--- config.mk ---
export PLATFORM = sky130hd
export DESIGN_NAME = sfe_front_end
export DESIGN_NICKNAME = d
export VERILOG_FILES = /design/src/inc/sfe_pkg.sv /design/src/logic/sfe_front_end.sv
export VERILOG_INCLUDE_DIRS = /design/src /design/src/inc
export SDC_FILE = /design/constraint.sdc
export NUM_CORES = 1
export LEC_CHECK = 0
export BUFFER_PORTS_ARGS = -buffer_cell sky130_fd_sc_hd__buf_2
export CAP_MARGIN = 10
export CORE_MARGIN = 1
export CORE_UTILIZATION = 50
export CTS_CLUSTER_DIAMETER = 150
export DETAILED_ROUTE_END_ITERATION = 10
export PLACE_DENSITY = 0.75
export REMOVE_ABC_BUFFERS = 1
export SLEW_MARGIN = 20
export SYNTH_ARGS = -nofsm -noshare
export SYNTH_HDL_FRONTEND = slang
export SYNTH_SLANG_ARGS = --single-unit
--- constraint.sdc ---
create_clock -name clk -period 2.4 [get_ports clk]
set_input_delay 0.36 -clock clk [delete_from_list [all_inputs] [get_ports clk]]
set_output_delay 0.36 -clock clk [all_outputs]
set_load 0.005 [all_outputs]
--- src/inc/sfe_params.svh ---
`ifndef SFE_PARAMS_SVH
`define SFE_PARAMS_SVH

// ----------------------------------------------------------------------------
// Pin synchroniser layout
// ----------------------------------------------------------------------------
`define SFE_IX_SCK    0
`define SFE_IX_SI     1
`define SFE_IX_CS     2
`define SFE_IX_HOLD   3
`define SFE_PIN_W     4
// Chip select and pause are inactive high, so their stages reset to one.
`define SFE_SYNC_RST  4'hC

// ----------------------------------------------------------------------------
// Framing constants
// ----------------------------------------------------------------------------
`define SFE_BIT_LAST  3'h7
`define SFE_PROG_MAX  9'h100

`endif

--- src/inc/sfe_pkg.sv ---
package sfe_pkg;

  // --------------------------------------------------------------------------
  // Link state
  // --------------------------------------------------------------------------
  typedef enum logic [2:0] {
    SFE_IDLE   = 3'b001,
    SFE_ACTIVE = 3'b010,
    SFE_PAUSE  = 3'b100
  } sfe_state_e;

endpackage

--- src/logic/sfe_front_end.sv ---
`timescale 1ns/1ps
`include "sfe_params.svh"
module sfe_front_end
  import sfe_pkg::*;
(
  input  wire logic       clk,
  input  wire logic       rst_b,
  input  wire logic       sck,
  input  wire logic       cs_b,
  input  wire logic       si,
  input  wire logic       hold_b,
  output logic            so,
  output logic            so_oe,
  input  wire logic [7:0] tx_byte,
  input  wire logic       out_en,
  input  wire logic       prog_data,
  input  wire logic       busy,
  output logic [7:0]      rx_byte,
  output logic            rx_valid,
  output logic            frame_start,
  output logic            frame_end,
  output logic            selected,
  output logic            standby,
  output logic            prog_overflow
);

  // --------------------------------------------------------------------------
  // Pin synchronisers
  // --------------------------------------------------------------------------
  logic [`SFE_PIN_W-1:0] pin_raw;
  logic [`SFE_PIN_W-1:0] pin_meta;
  logic [`SFE_PIN_W-1:0] pin_s;

  assign pin_raw = {hold_b, cs_b, si, sck};

  // Reset value of every stage, one bit per pin, so no false select follows reset.
  localparam logic [`SFE_PIN_W-1:0] SYNC_RST = `SFE_SYNC_RST;

  // Two stages per pin; the first stage feeds only the second.
  genvar gi;
  generate
    for (gi = 0; gi < `SFE_PIN_W; gi = gi + 1) begin : g_sync
      always_ff @(posedge clk or negedge rst_b) begin
        if (!rst_b) begin
          pin_meta[gi] <= SYNC_RST[gi];
          pin_s[gi]    <= SYNC_RST[gi];
        end else begin
          pin_meta[gi] <= pin_raw[gi];
          pin_s[gi]    <= pin_meta[gi];
        end
      end
    end
  endgenerate

  logic sck_s;
  logic si_s;
  logic cs_s;
  logic hold_s;

  assign sck_s  = pin_s[`SFE_IX_SCK];
  assign si_s   = pin_s[`SFE_IX_SI];
  assign cs_s   = pin_s[`SFE_IX_CS];
  assign hold_s = pin_s[`SFE_IX_HOLD];

  // --------------------------------------------------------------------------
  // Edge detection
  // --------------------------------------------------------------------------
  logic sck_d;
  logic cs_d;

  // Clock and data share the same delay, so data sampled on a detected edge is aligned.
  always_ff @(posedge clk or negedge rst_b) begin
    if (!rst_b) begin
      sck_d <= 1'b0;
      cs_d  <= 1'b1;
    end else begin
      sck_d <= sck_s;
      cs_d  <= cs_s;
    end
  end

  logic sck_rise;
  logic sck_fall;
  logic cs_fall;
  logic cs_rise;

  // Only edges matter, so an idle-high clock (mode 3) and idle-low clock (mode 0) both work.
  assign sck_rise = sck_s & ~sck_d;
  assign sck_fall = ~sck_s & sck_d;
  assign cs_fall  = ~cs_s & cs_d;
  assign cs_rise  = cs_s & ~cs_d;

  // --------------------------------------------------------------------------
  // Link state and shifters
  // --------------------------------------------------------------------------
  sfe_state_e state;
  sfe_state_e next_state;
  logic [2:0] bit_cnt;
  logic [2:0] next_bit_cnt;
  logic [6:0] rx_shift;
  logic [6:0] next_rx_shift;
  logic [7:0] tx_shift;
  logic [7:0] next_tx_shift;
  logic       load_pend;
  logic       next_load_pend;
  logic [8:0] prog_cnt;
  logic [8:0] next_prog_cnt;
  logic       next_so;
  logic       next_so_oe;
  logic [7:0] next_rx_byte;
  logic       next_rx_valid;
  logic       next_frame_start;
  logic       next_frame_end;
  logic       next_standby;
  logic       next_selected;
  logic       next_prog_overflow;

  // Next-state logic for the whole link; rise and fall edges never coincide.
  always_comb begin
    next_state         = state;
    next_bit_cnt       = bit_cnt;
    next_rx_shift      = rx_shift;
    next_tx_shift      = tx_shift;
    next_load_pend     = load_pend;
    next_prog_cnt      = prog_cnt;
    next_so            = so;
    next_rx_byte       = rx_byte;
    next_rx_valid      = 1'b0;
    next_frame_start   = 1'b0;
    next_frame_end     = 1'b0;
    next_prog_overflow = prog_overflow;
    unique case (state)
      SFE_IDLE: begin
        // Input bits are not looked at here at all.
        if (cs_fall) begin
          next_state         = SFE_ACTIVE;
          next_frame_start   = 1'b1;
          next_bit_cnt       = 3'h0;
          next_prog_cnt      = 9'h000;
          next_prog_overflow = 1'b0;
          next_load_pend     = 1'b0;
          next_tx_shift      = 8'h00;
        end
      end
      SFE_ACTIVE: begin
        if (cs_rise) begin
          next_state     = SFE_IDLE;
          next_frame_end = 1'b1;
        end else if (!hold_s) begin
          next_state = SFE_PAUSE;
        end else if (sck_rise) begin
          next_rx_shift = {rx_shift[5:0], si_s};
          next_bit_cnt  = bit_cnt + 3'h1;
          if (bit_cnt == `SFE_BIT_LAST) begin
            next_rx_byte   = {rx_shift, si_s};
            next_load_pend = 1'b1;
            if (prog_data && (prog_cnt == `SFE_PROG_MAX)) begin
              next_prog_overflow = 1'b1;
            end else begin
              next_rx_valid = 1'b1;
              if (prog_data) begin
                next_prog_cnt = prog_cnt + 9'h001;
              end
            end
          end
        end else if (sck_fall) begin
          // The core gets half a clock period after rx_valid to present tx_byte.
          if (load_pend) begin
            next_so        = tx_byte[7];
            next_tx_shift  = {tx_byte[6:0], 1'b0};
            next_load_pend = 1'b0;
          end else begin
            next_so       = tx_shift[7];
            next_tx_shift = {tx_shift[6:0], 1'b0};
          end
        end
      end
      SFE_PAUSE: begin
        // Clock and data are ignored; framing resumes where it stopped.
        if (cs_rise) begin
          next_state     = SFE_IDLE;
          next_frame_end = 1'b1;
        end else if (hold_s) begin
          next_state = SFE_ACTIVE;
        end
      end
    endcase
    next_so_oe   = (next_state == SFE_ACTIVE) && out_en;
    next_standby = (next_state == SFE_IDLE) && !busy;
    next_selected = (next_state != SFE_IDLE);
  end

  always_ff @(posedge clk or negedge rst_b) begin
    if (!rst_b) begin
      state         <= SFE_IDLE;
      bit_cnt       <= 3'h0;
      rx_shift      <= 7'h00;
      tx_shift      <= 8'h00;
      load_pend     <= 1'b0;
      prog_cnt      <= 9'h000;
      so            <= 1'b0;
      so_oe         <= 1'b0;
      rx_byte       <= 8'h00;
      rx_valid      <= 1'b0;
      frame_start   <= 1'b0;
      frame_end     <= 1'b0;
      selected      <= 1'b0;
      standby       <= 1'b0;
      prog_overflow <= 1'b0;
    end else begin
      state         <= next_state;
      bit_cnt       <= next_bit_cnt;
      rx_shift      <= next_rx_shift;
      tx_shift      <= next_tx_shift;
      load_pend     <= next_load_pend;
      prog_cnt      <= next_prog_cnt;
      so            <= next_so;
      so_oe         <= next_so_oe;
      rx_byte       <= next_rx_byte;
      rx_valid      <= next_rx_valid;
      frame_start   <= next_frame_start;
      frame_end     <= next_frame_end;
      selected      <= next_selected;
      standby       <= next_standby;
      prog_overflow <= next_prog_overflow;
    end
  end
endmodule

==> impl_metrics.xml <==
<?xml version="1.0" encoding="UTF-8"?>
<metrics>
  <group name="worst_setup_path">
    <metric name="crit_buf_inv" unit="">0</metric>
    <metric name="worst-endpoint-required" unit="ns">2.58</metric>
    <metric name="worst_r2r_start" unit="">cs_s</metric>
    <metric name="arrival" unit="ns">2.28</metric>
    <metric name="crit_cells" unit="">4</metric>
    <metric name="cp_top_family" unit="">simple AND/OR/NAND/NOR gates</metric>
    <metric name="crit-reg2reg-capture" unit="">selected</metric>
    <metric name="cpMaxStageDelayCell" unit="">sky130_fd_sc_hd__dfstp_2</metric>
    <metric name="endpoint_kind" unit="">flip-flop</metric>
    <metric name="timing.critical_path.fanout_max" unit="">10</metric>
    <metric name="worstRegToRegCells" unit="">4</metric>
    <metric name="path_cells" unit="">nor2b_1, a211oi_1, a2111o_1, or3_1</metric>
    <metric name="cp_slowest_stage_delay" unit="ns">0.56</metric>
    <metric name="critPathKind" unit="">flip-flop to flip-flop</metric>
    <metric name="r2r_slack" unit="ns">0.30</metric>
    <metric name="critical_path.startpoint_type" unit="">flip-flop</metric>
  </group>
  <group name="sta">
    <metric name="slew_viol_final" unit="">0</metric>
    <metric name="fmaxAchievable" unit="GHz">0.4768</metric>
    <metric name="fin_tns_setup" unit="ns">0</metric>
    <metric name="worst_slew_pin_slew" unit="ns">0.6240</metric>
    <metric name="clock_skew" unit="ns">0.003232</metric>
    <metric name="rsz0062_at_grt" unit="">no</metric>
    <metric name="min_period_over_period" unit="">0.8739</metric>
    <metric name="final-setup-viol-count" unit="">0</metric>
    <metric name="max_slew_margin" unit="">0.5832</metric>
    <metric name="finalHoldWorstSlack" unit="ns">0.04596</metric>
    <metric name="period_minus_slack" unit="ns">2.097</metric>
    <metric name="timing_hold_violations_final" unit="">0</metric>
  </group>
  <group name="logic_synthesis">
    <metric name="yosys.cell_types.count" unit="">48</metric>
    <metric name="synth_compound_gate_area_share" unit="">0.09837</metric>
    <metric name="post-synth-top-area-cell" unit="">sky130_fd_sc_hd__dfrtp_1</metric>
    <metric name="post-synth-top-count-cell" unit="">sky130_fd_sc_hd__dfrtp_1</metric>
    <metric name="synth_ff_type" unit="">sky130_fd_sc_hd__dfrtp_1</metric>
    <metric name="synthMuxAreaShare" unit="">0.1295</metric>
    <metric name="synthTopCellsByCount" unit="">50 x sky130_fd_sc_hd__dfrtp_1, 22 x sky130_fd_sc_hd__mux2_2, 13 x sky130_fd_sc_hd__nor2_1, 11 x sky130_fd_sc_hd__inv_1, 10 x sky130_fd_sc_hd__nand2_1</metric>
    <metric name="postSynth.asyncResetShare" unit="">1.000</metric>
    <metric name="synth.cell_area" unit="µm²">2531</metric>
    <metric name="synth-simple-area-share" unit="">0.1498</metric>
    <metric name="yosys_warn_count" unit="">0</metric>
    <metric name="synth_largest_type_area_fraction" unit="">0.4943</metric>
    <metric name="synth_edf_count" unit="">0</metric>
    <metric name="cells_after_synthesis" unit="">210</metric>
    <metric name="synth_seq_area_share" unit="">0.5566</metric>
    <metric name="yosys.area_share.xor_xnor" unit="">0.003460</metric>
    <metric name="synth_top_family_by_area" unit="">simple AND/OR/NAND/NOR gates</metric>
    <metric name="ys_seq_elements" unit="">56</metric>
    <metric name="post_synth.cell_area_avg" unit="µm²">12.05</metric>
    <metric name="ys_top_cells_by_area" unit="">sky130_fd_sc_hd__dfrtp_1 49%, sky130_fd_sc_hd__mux2_2 9.8%, sky130_fd_sc_hd__dfstp_2 6.2%</metric>
    <metric name="synth-adder-area-share" unit="">0.02966</metric>
  </group>
  <group name="clock_network">
    <metric name="root_buffer_selected_by_cts" unit="">sky130_fd_sc_hd__clkbuf_8</metric>
    <metric name="cts.hold.buffers_added" unit="">0</metric>
    <metric name="ctsResizeCount" unit="">0</metric>
    <metric name="ctsHtreeMaxLevel" unit="">2</metric>
    <metric name="post-cts-setup-buffer-count" unit="">0</metric>
    <metric name="clk_sinks" unit="">56</metric>
    <metric name="clock_tree.buffer_depth" unit="">2</metric>
    <metric name="clk-insertion-delay-late" unit="ns">0.30</metric>
    <metric name="cts_buffers" unit="">5</metric>
    <metric name="clock_slew_at_reported_path_ffs" unit="ns">0.09</metric>
    <metric name="cts_tree" unit="">yes</metric>
  </group>
  <group name="final_layout">
    <metric name="num-nets-final" unit="">269</metric>
    <metric name="antennaDiodeCount" unit="">0</metric>
    <metric name="fillerInstances" unit="">407</metric>
    <metric name="layout-drive-gt1-share" unit="">0.3279</metric>
    <metric name="syn_to_final_growth" unit="%">15.08</metric>
  </group>
  <group name="route">
    <metric name="m1WireLength" unit="mm">2.063</metric>
    <metric name="viasPerCell" unit="">5.369</metric>
    <metric name="drt.antenna.violating_nets" unit="">0</metric>
    <metric name="dr_total_vias" unit="">1686</metric>
    <metric name="routed_wirelength" unit="mm">4.437</metric>
    <metric name="wl_met2" unit="mm">2.131</metric>
    <metric name="post-route-drc-count" unit="">0</metric>
    <metric name="routedWlPerCell" unit="µm">14.13</metric>
    <metric name="drtPass1Iterations" unit="">4</metric>
    <metric name="detailroute.wirelength.met3" unit="µm">188</metric>
    <metric name="drt_iter0_drc" unit="">94</metric>
    <metric name="top_layer_used" unit="">met4</metric>
  </group>
  <group name="place">
    <metric name="io_buffers" unit="">32</metric>
    <metric name="hpwlAfterDp" unit="mm">3.119</metric>
    <metric name="globalplace.congestion" unit="">0.7823</metric>
  </group>
  <group name="run_status">
    <metric name="run_status" unit="">complete, no violations</metric>
  </group>
  <group name="floorplanning">
    <metric name="die_w" unit="µm">73.15</metric>
    <metric name="core_area" unit="µm²">4786</metric>
    <metric name="ioPinCount" unit="">33</metric>
    <metric name="floorplan.rows" unit="">25</metric>
    <metric name="die_height" unit="µm">73.15</metric>
    <metric name="initial_core_util" unit="">0.5289</metric>
    <metric name="dieArea" unit="µm²">5351</metric>
  </group>
  <group name="global_route">
    <metric name="grt_antenna_before_repair" unit="">0</metric>
    <metric name="grt_max_degree" unit="">32</metric>
    <metric name="overflow" unit="">0</metric>
    <metric name="grt_first_pass_wirelength" unit="mm">7.555</metric>
    <metric name="grt_util_all_layers" unit="">0.1887</metric>
    <metric name="via_count_of_the_first_global_routing_pass" unit="">1647</metric>
  </group>
  <group name="run">
    <metric name="cap_violations" unit="">0</metric>
  </group>
  <group name="power_and_ir_drop">
    <metric name="leakage" unit="nW">1.383</metric>
    <metric name="max-vdd-ir-drop" unit="mV">0.5746</metric>
    <metric name="power_per_cell_area" unit="nW/µm²">819.5</metric>
  </group>
  <group name="hold_path">
    <metric name="kind_of_path_behind_the_tightest_hold_check" unit="">input port to asynchronous set/reset pin</metric>
  </group>
</metrics>
-- cell type report --
class / count / area [µm²] / share of cell area
Sequential cell: 56 / 1409 / 0.4837
Multi-Input combinational cell: 134 / 1040 / 0.3570
Timing Repair Buffer: 38 / 217.7 / 0.07474
Tap cell: 67 / 83.83 / 0.02878
Clock buffer: 6 / 82.58 / 0.02835
Inverter: 11 / 41.29 / 0.01418
Clock inverter: 2 / 38.79 / 0.01332
-- worst reg2reg max path: cells and delay by family, from the launching register on --
family | cells | cell delay (ns)
AOI/OAI and AO/OA | 2 | 0.58
DFF | 1 | 0.56
and+or+nand+nor | 2 | 0.84
-- through the flow --
| step | total power (W) | utilization | setup WS [ns] | area [µm²] | instances |
|---|---|---|---|---|---|
| 2_1_floorplan | 0.001541 | - | -0.08374 | 2490 | 201 |
| 3_3_place_gp | 0.001756 | 0.5833 | 0.3457 | 2791 | 306 |
| 3_5_place_dp | 0.001776 | 0.5833 | 0.3254 | 2791 | 306 |
| 4_1_cts | 0.002419 | 0.6086 | 0.3069 | 2913 | 314 |
| 5_1_grt | 0.002542 | 0.6086 | 0.1085 | 2913 | 314 |
| 6_report | 0.002387 | 0.6086 | 0.3027 | 2913 | 314 |
-- worst max-delay path by stage --
stage / to / start / slack (ns)
6_report: selected / cs_s / 0.30
3_3_place_gp: selected / cs_s / 0.35
2_1_floorplan: rx_byte[0] / state[2] / -0.08
4_1_cts: selected / cs_s / 0.31
5_1_grt: selected / cs_s / 0.11
3_5_place_dp: selected / cs_s / 0.33
-- layer usage --
layer | GRT usage | vias up
met4 | 0.06536 | 0
met2 | 0.3128 | 42
li1 | - | 832
met3 | 0.04420 | 5
met1 | 0.2429 | 807
met5 | 0 | -
-- cell usage in the layout (no fill, tap or decap), types with 2 or more instances in the layout --
cell                        count
sky130_fd_sc_hd__and3_1         3
sky130_fd_sc_hd__nor4_1         4
sky130_fd_sc_hd__o21ai_0        9
sky130_fd_sc_hd__inv_1         11
sky130_fd_sc_hd__nor3b_1        3
sky130_fd_sc_hd__nand2b_1       2
sky130_fd_sc_hd__nor2_1        13
sky130_fd_sc_hd__a21oi_1        4
sky130_fd_sc_hd__ha_1           6
sky130_fd_sc_hd__mux2i_1        8
sky130_fd_sc_hd__nand3_1        4
sky130_fd_sc_hd__a21bo_2        2
sky130_fd_sc_hd__clkbuf_8       6
sky130_fd_sc_hd__dfrtp_1       50
sky130_fd_sc_hd__nor4b_1        2
sky130_fd_sc_hd__nand2_1       10
sky130_fd_sc_hd__or4_1          4
sky130_fd_sc_hd__dfstp_2        6
sky130_fd_sc_hd__buf_2         32
sky130_fd_sc_hd__a211oi_1       3
sky130_fd_sc_hd__o22a_1         6
sky130_fd_sc_hd__nand4bb_1      2
sky130_fd_sc_hd__nor3_1         5
sky130_fd_sc_hd__buf_4          5
sky130_fd_sc_hd__mux2_2        22
-- kinds of logic after synthesis --
family	count (synthesis)
and+or+nand+nor	63
AOI/OAI and AO/OA	34
xor gates and xnor gates	1
adders and majority gates	6
muxes	30
buffers and inverters	20
DFF	56
-- state kept, by name (all words and copies together), names as in the netlist, 3 cells and up --
register	cells
bit_cnt	3
pin_meta	4
prog_cnt	9
rx_byte	8
rx_shift	7
state	3
tx_shift	7
-- where the power goes --
group | leakage [nW] | internal (W) | switching [W]
Combinational | 0.588 | 0.000254 | 0.000320
Clock | 0.0614 | 0.000341 | 0.000289
Sequential | 0.734 | 0.00106 | 0.000120
(Power assumes the default switching activity.)
